## config.mk

```make
export PLATFORM = sky130hd
export DESIGN_NAME = bstap_ctrl
export DESIGN_NICKNAME = d
export VERILOG_FILES = /design/src/bstap_pkg.sv /design/src/bstap_ctrl.sv
export SDC_FILE = /design/constraint.sdc
export NUM_CORES = 1
export LEC_CHECK = 0
export BUFFER_PORTS_ARGS = -buffer_cell sky130_fd_sc_hd__buf_4
export CORE_MARGIN = 4
export CORE_UTILIZATION = 55
export DETAILED_ROUTE_END_ITERATION = 6
export PLACE_DENSITY = 0.77
export SLEW_MARGIN = 15
export SYNTH_ARGS = -nofsm -noshare
export SYNTH_HDL_FRONTEND = slang
export SYNTH_SLANG_ARGS = --single-unit
```

## constraint.sdc

```tcl
create_clock -name i_clk_sys -period 2.1 [get_ports i_clk_sys]
set_input_delay 0 -clock i_clk_sys [delete_from_list [all_inputs] [get_ports i_clk_sys]]
set_output_delay 0 -clock i_clk_sys [all_outputs]
set_load 0.01 [all_outputs]
```

## src/bstap_pkg.sv

```systemverilog
package bstap_pkg;

	// Instruction codes.
	localparam logic [2:0] BSTAP_IR_EXTEST  = 3'h0;
	localparam logic [2:0] BSTAP_IR_IDCODE  = 3'h1;
	localparam logic [2:0] BSTAP_IR_SAMPLE  = 3'h2;
	localparam logic [2:0] BSTAP_IR_CLAMP   = 3'h3;
	localparam logic [2:0] BSTAP_IR_HIGHZ   = 3'h4;
	localparam logic [2:0] BSTAP_IR_BYPASS  = 3'h7;
	// Capture value: 01 nearest the serial output, top bit fixed at zero.
	localparam logic [2:0] BSTAP_IR_CAPTURE = 3'h1;
	localparam int         BSTAP_IR_W       = 3;
	localparam int         BSTAP_ID_W       = 32;
	// Identity code; the value is arbitrary.
	localparam logic [31:0] BSTAP_ID_DEFAULT = 32'h1234_5679;
	localparam int         BSTAP_BSR_W      = 8;

	typedef enum logic [15:0] {
		ST_TLR  = 16'h0001,
		ST_RTI  = 16'h0002,
		ST_SDR  = 16'h0004,
		ST_CDR  = 16'h0008,
		ST_SHDR = 16'h0010,
		ST_E1DR = 16'h0020,
		ST_PDR  = 16'h0040,
		ST_E2DR = 16'h0080,
		ST_UDR  = 16'h0100,
		ST_SIR  = 16'h0200,
		ST_CIR  = 16'h0400,
		ST_SHIR = 16'h0800,
		ST_E1IR = 16'h1000,
		ST_PIR  = 16'h2000,
		ST_E2IR = 16'h4000,
		ST_UIR  = 16'h8000
	} bstap_state_t;

	// Test pins grouped as they travel together.
	typedef struct packed {
		logic clk;
		logic tms;
		logic tdi;
	} bstap_pins_t;

endpackage

```

## src/bstap_ctrl.sv

```systemverilog
`timescale 1ns/100ps
// How it works
// - State steps only on sampled rising test clock edges using mode select.
// - Reset enters Test-Logic-Reset, IDCODE current; system runs normally.
// - Select-DR-Scan holds registers; low goes Capture-DR, high Select-IR-Scan.
// - Capture-DR loads the selected register if allowed; then Shift or Exit1.
// - Shift-DR shifts selected register toward output; others hold.
// - Exit1-DR goes Update-DR on high, Pause-DR on low.
// - Pause-DR waits on low; Exit2-DR goes Update on high, Shift on low.
// - Update-DR falling edge copies shift path into output latches.
// - Update states go Idle on low, Select-DR on high; Idle holds.
// - Select-IR-Scan holds; low goes Capture-IR, high Test-Logic-Reset.
// - Capture-IR loads fixed constant; high Exit1-IR, low Shift-IR.
// - Exit1-IR goes Pause-IR on low, Update-IR on high.
// - Pause-IR waits on low; Exit2-IR goes Update on high, Shift on low.
// - Update-IR entry falling edge latches the new current instruction.
// - Codes 000,001,010 pick boundary or ID; 011,100,111 pick bypass.
// - Sample/preload captures pin levels and shifts without affecting pins.
// - Extest drives outputs from boundary latches and samples inputs.
// - Bypass routes serial data through one bypass stage.
// - Idcode loads identity code in Capture-DR then shifts it out.
// - Highz floats every pin output; bypass in serial path.
// - Clamp drives outputs from boundary latches, bypass in serial path.
// - Identification register is 32 bits, selected by IDCODE and reset state.
module bstap_ctrl
	import bstap_pkg::*;
#(
	parameter int          BSR_W   = BSTAP_BSR_W,
	parameter logic [31:0] ID_CODE = BSTAP_ID_DEFAULT
)
(
	input  wire logic             i_clk_sys,
	input  wire logic             i_rst,
	input  wire logic             i_test_clock_in,
	input  wire logic             i_test_mode_select_in,
	input  wire logic             i_test_serial_in,
	input  wire logic [BSR_W-1:0] i_pin_in,
	input  wire logic [BSR_W-1:0] i_sys_out,
	input  wire logic [BSR_W-1:0] i_sys_oe_n,
	output logic                  o_test_serial_out,
	output logic                  o_test_serial_oe_n,
	output logic [BSR_W-1:0]      o_pin_out,
	output logic [BSR_W-1:0]      o_pin_oe_n,
	output logic [2:0]            o_instr
);

	// The shift slices below need at least two boundary cells.
	if (BSR_W < 2)
	begin : g_bad_bsr_w
		$error("BSR_W must be at least two");
	end

	if (BSTAP_IR_W != 3 || BSTAP_ID_W != 32)
	begin : g_bad_pkg_w
		$error("Instruction or identity width differs from the ports");
	end

	if (BSTAP_IR_CAPTURE[1:0] != 2'h1)
	begin : g_bad_capture
		$error("Instruction capture value must end in binary 01");
	end

	bstap_pins_t           meta_r;
	bstap_pins_t           sync_r;
	logic [BSR_W-1:0]      pin_meta_r;
	logic [BSR_W-1:0]      pin_sync_r;
	logic                  clk_prev_r;
	logic                  rise;
	logic                  fall;
	bstap_state_t          state_r;
	bstap_state_t          state_nxt;
	logic [BSTAP_IR_W-1:0] ir_sh_r;
	logic [BSTAP_IR_W-1:0] ir_r;
	logic [BSTAP_ID_W-1:0] id_sh_r;
	logic [BSR_W-1:0]      bsr_sh_r;
	logic [BSR_W-1:0]      bsr_lat_r;
	logic                  byp_r;
	logic                  sel_bsr;
	logic                  sel_id;
	logic                  sel_byp;
	logic                  tdo_nxt;

	// Pins are asynchronous to the system clock, so two flops first.
	always_ff @(posedge i_clk_sys)
	begin
		meta_r <= '{clk: i_test_clock_in, tms: i_test_mode_select_in,
			tdi: i_test_serial_in};
		sync_r <= meta_r;
	end

	// Pin levels are asynchronous too; a capture must never see a metastable bit.
	always_ff @(posedge i_clk_sys)
	begin
		pin_meta_r <= i_pin_in;
		pin_sync_r <= pin_meta_r;
	end

	// Reset to the idle low level so that no false edge follows reset.
	always_ff @(posedge i_clk_sys)
	begin
		if (i_rst)
			clk_prev_r <= 1'b0;
		else
			clk_prev_r <= sync_r.clk;
	end

	assign rise = sync_r.clk & ~clk_prev_r;
	assign fall = ~sync_r.clk & clk_prev_r;

	// Mode select and serial input share the clock's synchroniser delay.
	always_comb
	begin
		state_nxt = state_r;
		case (state_r)
			ST_TLR:  state_nxt = sync_r.tms ? ST_TLR  : ST_RTI;
			ST_RTI:  state_nxt = sync_r.tms ? ST_SDR  : ST_RTI;
			ST_SDR:  state_nxt = sync_r.tms ? ST_SIR  : ST_CDR;
			ST_CDR:  state_nxt = sync_r.tms ? ST_E1DR : ST_SHDR;
			ST_SHDR: state_nxt = sync_r.tms ? ST_E1DR : ST_SHDR;
			ST_E1DR: state_nxt = sync_r.tms ? ST_UDR  : ST_PDR;
			ST_PDR:  state_nxt = sync_r.tms ? ST_E2DR : ST_PDR;
			ST_E2DR: state_nxt = sync_r.tms ? ST_UDR  : ST_SHDR;
			ST_UDR:  state_nxt = sync_r.tms ? ST_SDR  : ST_RTI;
			ST_SIR:  state_nxt = sync_r.tms ? ST_TLR  : ST_CIR;
			ST_CIR:  state_nxt = sync_r.tms ? ST_E1IR : ST_SHIR;
			ST_SHIR: state_nxt = sync_r.tms ? ST_E1IR : ST_SHIR;
			ST_E1IR: state_nxt = sync_r.tms ? ST_UIR  : ST_PIR;
			ST_PIR:  state_nxt = sync_r.tms ? ST_E2IR : ST_PIR;
			ST_E2IR: state_nxt = sync_r.tms ? ST_UIR  : ST_SHIR;
			ST_UIR:  state_nxt = sync_r.tms ? ST_SDR  : ST_RTI;
			default: state_nxt = ST_TLR;
		endcase
	end

	// Only a detected rising edge moves the state, so mode select counts once.
	always_ff @(posedge i_clk_sys)
	begin
		if (i_rst)
			state_r <= ST_TLR;
		else if (rise)
			state_r <= state_nxt;
	end

	// Instruction shift stage.
	always_ff @(posedge i_clk_sys)
	begin
		if (i_rst)
			ir_sh_r <= BSTAP_IR_CAPTURE;
		else if (rise && state_r == ST_CIR)
			ir_sh_r <= BSTAP_IR_CAPTURE;
		else if (rise && state_r == ST_SHIR)
			ir_sh_r <= {sync_r.tdi, ir_sh_r[BSTAP_IR_W-1:1]};
	end

	// Current instruction; forced to IDCODE while in reset state.
	always_ff @(posedge i_clk_sys)
	begin
		if (i_rst)
			ir_r <= BSTAP_IR_IDCODE;
		else if (state_r == ST_TLR)
			ir_r <= BSTAP_IR_IDCODE;
		else if (fall && state_r == ST_UIR)
			ir_r <= ir_sh_r;
	end

	// Unlisted codes fall to the bypass stage so the serial path never opens.
	always_comb
	begin
		sel_bsr = 1'b0;
		sel_id  = 1'b0;
		sel_byp = 1'b0;
		case (ir_r)
			BSTAP_IR_EXTEST,
			BSTAP_IR_SAMPLE: sel_bsr = 1'b1;
			BSTAP_IR_IDCODE: sel_id  = 1'b1;
			default:         sel_byp = 1'b1;
		endcase
	end

	// Identification register shift stage.
	always_ff @(posedge i_clk_sys)
	begin
		if (i_rst)
			id_sh_r <= '0;
		else if (rise && sel_id && state_r == ST_CDR)
			id_sh_r <= ID_CODE;
		else if (rise && sel_id && state_r == ST_SHDR)
			id_sh_r <= {sync_r.tdi, id_sh_r[BSTAP_ID_W-1:1]};
	end

	// Boundary shift stage captures pin levels when selected.
	always_ff @(posedge i_clk_sys)
	begin
		if (i_rst)
			bsr_sh_r <= '0;
		else if (rise && sel_bsr && state_r == ST_CDR)
			bsr_sh_r <= pin_sync_r;
		else if (rise && sel_bsr && state_r == ST_SHDR)
			bsr_sh_r <= {sync_r.tdi, bsr_sh_r[BSR_W-1:1]};
	end

	// Latches move only on the Update-DR falling edge, never while shifting.
	always_ff @(posedge i_clk_sys)
	begin
		if (i_rst)
			bsr_lat_r <= '0;
		else if (fall && sel_bsr && state_r == ST_UDR)
			bsr_lat_r <= bsr_sh_r;
	end

	// Bypass stage captures zero, then shifts one bit.
	always_ff @(posedge i_clk_sys)
	begin
		if (i_rst)
			byp_r <= 1'b0;
		else if (rise && sel_byp && state_r == ST_CDR)
			byp_r <= 1'b0;
		else if (rise && sel_byp && state_r == ST_SHDR)
			byp_r <= sync_r.tdi;
	end

	// Shift-IR owns the serial path whatever instruction is current.
	always_comb
	begin
		if (state_r == ST_SHIR)
			tdo_nxt = ir_sh_r[0];
		else if (sel_id)
			tdo_nxt = id_sh_r[0];
		else if (sel_bsr)
			tdo_nxt = bsr_sh_r[0];
		else
			tdo_nxt = byp_r;
	end

	// Serial output updates on falling edges so the tester samples it stably.
	always_ff @(posedge i_clk_sys)
	begin
		if (i_rst)
			o_test_serial_out <= 1'b0;
		else if (fall)
			o_test_serial_out <= tdo_nxt;
	end

	// The line is released at the first falling edge outside a shift state.
	always_ff @(posedge i_clk_sys)
	begin
		if (i_rst)
			o_test_serial_oe_n <= 1'b1;
		else if (fall)
			o_test_serial_oe_n <= !(state_r == ST_SHDR ||
				state_r == ST_SHIR);
	end

	// Pin mux: normal path unless EXTEST, CLAMP or HIGHZ is current.
	always_ff @(posedge i_clk_sys)
	begin
		if (i_rst)
		begin
			o_pin_out  <= '0;
			o_pin_oe_n <= '1;
		end
		else
		begin
			case (ir_r)
				BSTAP_IR_EXTEST,
				BSTAP_IR_CLAMP:
				begin
					o_pin_out  <= bsr_lat_r;
					o_pin_oe_n <= '0;
				end
				BSTAP_IR_HIGHZ:
				begin
					o_pin_out  <= i_sys_out;
					o_pin_oe_n <= '1;
				end
				default:
				begin
					o_pin_out  <= i_sys_out;
					o_pin_oe_n <= i_sys_oe_n;
				end
			endcase
		end
	end

	// Mirrored on a port so that a tester can see the current instruction.
	always_ff @(posedge i_clk_sys)
	begin
		if (i_rst)
			o_instr <= BSTAP_IR_IDCODE;
		else
			o_instr <= ir_r;
	end

endmodule // bstap_ctrl

```

==> qor_table.md <==
| Parameter | Reported |
| --- | --- |
| R2R Setup Slk | 110 ps |
| Worst setup margin | 106 ps |
| Synth-to-Final Area Change | 32.2% |
| Critical path startpoint category | flop |
| H-tree levels | 4 |
| CP Depth | 5 |
| Initial Util | 56.0% |
| CP Class | reg -> reg |
| Pwr Total | 0.00528 W |
| Setup Slack @ Placement | 74.1 ps |
| Worst Hold Class | in -> reg |
| Finish-stage setup viols | 0 |
| Clock latency reported for the late side of the worst-skew pair | 530 ps |
| Multi-input combinational cell area | 2100 um^2 |
| Via count | 4057 |
| Worst r2r dst | state_r[11] |
| Maximum fanout encountered on the critical timing path | 6 |
| Number of library cell types mapped by synthesis | 55 |
| Final core utilization | 74.0% |
| Die Ht | 99.2 um |
| Cell-by-cell listing of the critical path | or4_4 > or4_4 > nor2_2 > o21ai_1 > a21oi_1 |
| Arrival time at the worst endpoint | 2440 ps |
| Number of warnings issued by yosys | 0 |
| RSZ-0062 raised after global routing | no |
| Leak Pwr | 2.30 nW |
| Cell class contributing the biggest share of worst-path delay | simple AND/OR/NAND/NOR gates |
| Clock power share | 51.3% |
| Post-synthesis register bit count | 115 |
| Average cell area after synthesis | 9.25 um^2 |
| Pin count of the biggest net entering global routing | 48 |
| Fin crit share | 94.9% |
| Total power divided by cell area | 872 nW/um^2 |
| Final critical path time including I/O delays and setup | 1990 ps |
| Top-level I/O count | 50 |
| Top cells by area, synth | sky130_fd_sc_hd__dfxtp_1 50%, sky130_fd_sc_hd__nand2_1 6.1%, sky130_fd_sc_hd__a21oi_1 5.5%, sky130_fd_sc_hd__nor2_1 4.6%, sky130_fd_sc_hd__mux2i_1 2.4% |
| Die Area | 9850 um^2 |
| Post-Syn Nets | 524 |
| Launching instance or port of the critical path | state_r[15] |
| Status | complete, no violations |
| Commonest cells in the synthesized netlist | 115 x sky130_fd_sc_hd__dfxtp_1, 74 x sky130_fd_sc_hd__nand2_1, 56 x sky130_fd_sc_hd__nor2_1, 50 x sky130_fd_sc_hd__a21oi_1, 22 x sky130_fd_sc_hd__clkbuf_1 |
| Number of buffers created by CTS | 17 |
| GP Congestion | 0.988 |
| Launching point of the worst reg2reg path | state_r[15] |
| Final Hold Slack | 111 ps |
| Share of the synthesized area in the top cell type | 50.3% |
| Library cell used as clock root buffer | sky130_fd_sc_hd__clkbuf_8 |
| Fraction of synthesis flops using an asynchronous set or reset pin | 0% |
| Worst-case clock skew | 8.93 ps |
| Peak ir drop on the vdd network | 794 uV |
| Count of final hold-check violations | 0 |
| Leftover overflow at the end of global routing | 0 |
| Global-route wire length before repair | 19.7 mm |
| Capture point of the critical path | state_r[11] |
| Via density | 5.75 |
| Number of antenna violations at the first check in global routing | 0 |
| Number of DRC markers in iteration 0 | 335 |
| Internal Dissipation | 0.00399 W |
| DRC violations left | 0 |
| Number of global-route vias before repair | 4060 |
| Total global-route track usage | 25.1% |
| Portion of total power attributed to sequential cells | 43.0% |
| Primary flip-flop cell chosen by synthesis mapping | sky130_fd_sc_hd__dfxtp_1 |
| HPWL after detailed placement | 7.38 mm |
| Summed instance area of the synthesized netlist | 4580 um^2 |
| Max-slew violation count | 0 |
| Max Root-Sink Buffers | 2 |
| Post-synthesis instance total | 495 |
| Core outline area | 8180 um^2 |
| CP peak stage delay | 580 ps |
| Clock edge transition at the registers on the reported setup and hold paths | 60 ps |
| Register area share after synthesis | 50.3% |
| Cell with the most instances after synthesis | sky130_fd_sc_hd__dfxtp_1 |
| Footprint of the flip-flops and latches | 2300 um^2 |
| Number of fill cells in the layout | 554 |
| Slew @ Worst Pin | 668 ps |
| Number of enable-type register cells in the synthesized netlist | 0 |
| Total Negative Setup Slacks | 0 ps |
| # rows | 33 |
| Pre-Repair DR Iteration Count | 4 |
| Switching power total | 0.00129 W |
| Post-route antenna net violation count | 0 |
| Count of buffering cells on the critical path with inverters included | 0 |
| FMAX | 0.502 GHz |
| Worst slew margin relative to its limit | 55.5% |
| Part of the total power dissipated in combinational logic | 5.7% |
| Critical Path Most Common Cell | sky130_fd_sc_hd__or4_4 |
| Worst-case reg-to-reg path depth | 5 |
| Largest area contributor in the synthesized netlist | sky130_fd_sc_hd__dfxtp_1 |
| Endpoint kind of the worst setup timing path | flop |
| Antenna diode count | 0 |
| CP required | 2550 ps |
| Input/output buffers | 49 |
| Clk sink count | 115 |
| CTS tree | built |
| Slowest-stage cell, CP | sky130_fd_sc_hd__or4_4 |
| Share of post-route cells with drive strength above 1 | 25.0% |
| Horiz. Die Dim | 99.2 um |
| Number of violations of the max-capacitance limit | 0 |
| Total Routed Length | 11.7 mm |
| Average wire per cell in the routed design | 16.5 um |
| # nets final | 617 |
| Sw frac | 24.4% |
[cell type report]
cell class | instances | share of cell area, %
flip-flops and latches | 115 | 38.0
multi-input cells | 339 | 34.6
repair buffers | 110 | 15.6
clock buffers | 17 | 6.84
clock inverters | 15 | 2.40
well taps | 105 | 2.17
inverters | 5 | 0.310
[what timing repair did]
item                                    in CTS  in global routing
endpoints found under the hold margin       51                  0
setup buffers                                0                  3
resized for setup                            0                  5
endpoints found under the setup margin       0                 28
hold buffers                                28                  0
[kinds of logic (layout without fill, tap and decap cells)]
logic type,Yosys count,after routing,synth area share [%]
and+or+nand+nor,206,206,23.3
xor gates and xnor gates,5,5,0.956
AOI/OAI and AO/OA,117,117,18.6
buffers and inverters,41,147,4.45
muxes,11,11,2.40
DFF,115,115,50.3
[cell usage in the layout, fill, tap and decap left out, types with 3 or more instances in the layout]
cell / n
sky130_fd_sc_hd__nor4b_1: 4
sky130_fd_sc_hd__nand4_1: 7
sky130_fd_sc_hd__nor2_2: 3
sky130_fd_sc_hd__nand3_1: 6
sky130_fd_sc_hd__nor2b_1: 7
sky130_fd_sc_hd__a21o_1: 9
sky130_fd_sc_hd__clkbuf_16: 16
sky130_fd_sc_hd__clkinv_2: 3
sky130_fd_sc_hd__inv_6: 5
sky130_fd_sc_hd__or2_2: 5
sky130_fd_sc_hd__dlygate4sd3_1: 28
sky130_fd_sc_hd__a211o_1: 3
sky130_fd_sc_hd__nand4b_1: 4
sky130_fd_sc_hd__clkinv_4: 3
sky130_fd_sc_hd__a22oi_1: 7
sky130_fd_sc_hd__buf_12: 4
sky130_fd_sc_hd__or4_4: 4
sky130_fd_sc_hd__xnor2_1: 3
sky130_fd_sc_hd__o22a_1: 3
sky130_fd_sc_hd__a211oi_4: 3
sky130_fd_sc_hd__nand2b_1: 3
sky130_fd_sc_hd__nand3b_1: 3
sky130_fd_sc_hd__a211oi_1: 5
sky130_fd_sc_hd__mux2i_1: 11
sky130_fd_sc_hd__inv_1: 5
sky130_fd_sc_hd__buf_4: 78
sky130_fd_sc_hd__o221ai_1: 7
sky130_fd_sc_hd__nand2_1: 74
sky130_fd_sc_hd__dfxtp_1: 115
sky130_fd_sc_hd__nor2_1: 56
sky130_fd_sc_hd__nor4_1: 7
sky130_fd_sc_hd__nor3_1: 7
sky130_fd_sc_hd__nor4_4: 4
sky130_fd_sc_hd__o21ai_0: 5
sky130_fd_sc_hd__a21oi_1: 50
sky130_fd_sc_hd__a211oi_2: 8
[worst min-delay path by stage]
stage	startpoint	endpoint	slack (ps)	depth (start not counted)
2_1_floorplan	i_test_serial_in	meta_r[0]	30	0
3_3_place_gp	i_pin_in[4]	pin_meta_r[4]	110	1
3_5_place_dp	i_test_serial_in	meta_r[0]	110	1
4_1_cts	i_test_serial_in	meta_r[0]	90	2
5_1_grt	i_pin_in[0]	pin_meta_r[0]	110	2
6_report	i_pin_in[0]	pin_meta_r[0]	110	2
[layer usage]
layer	routed length, um	vias up	share of wire, %	global-route usage, %
li1	-	1938	-	-
met1	4720	1949	40	29.7
met2	5900	133	51	41.4
met3	690	37	5.9	7.57
met4	360	0	3.1	12.4
met5	0	-	0	0
[power by group through the flow]
stage | Sequential, W | Clock, W | Combinational, W
final | 0.00227 | 0.00271 | 0.000299
after global placement | 0.00231 | 0 | 0.000242
after CTS | 0.00227 | 0.00274 | 0.000291
after global routing | 0.00228 | 0.00285 | 0.000324
after detailed placement | 0.00232 | 0 | 0.000248
after floorplan | 0.00231 | 0 | 0.000137
[registers in the layout, summed over array words and instances (netlist names), 8 cells and up]
signal,cells
id_sh_r,32
pin_meta_r,8
bsr_sh_r,8
bsr_lat_r,8
o_pin_oe_n,8
state_r,16
o_pin_out,8
pin_sync_r,8
[stage by stage]
step                      area [um^2]  instances
after floorplan                  4580        495
after global placement           5170        643
after detailed placement         5170        643
after CTS                        6010        703
after global routing             6050        706
final                            6050        706
(Power assumes the default switching activity.)
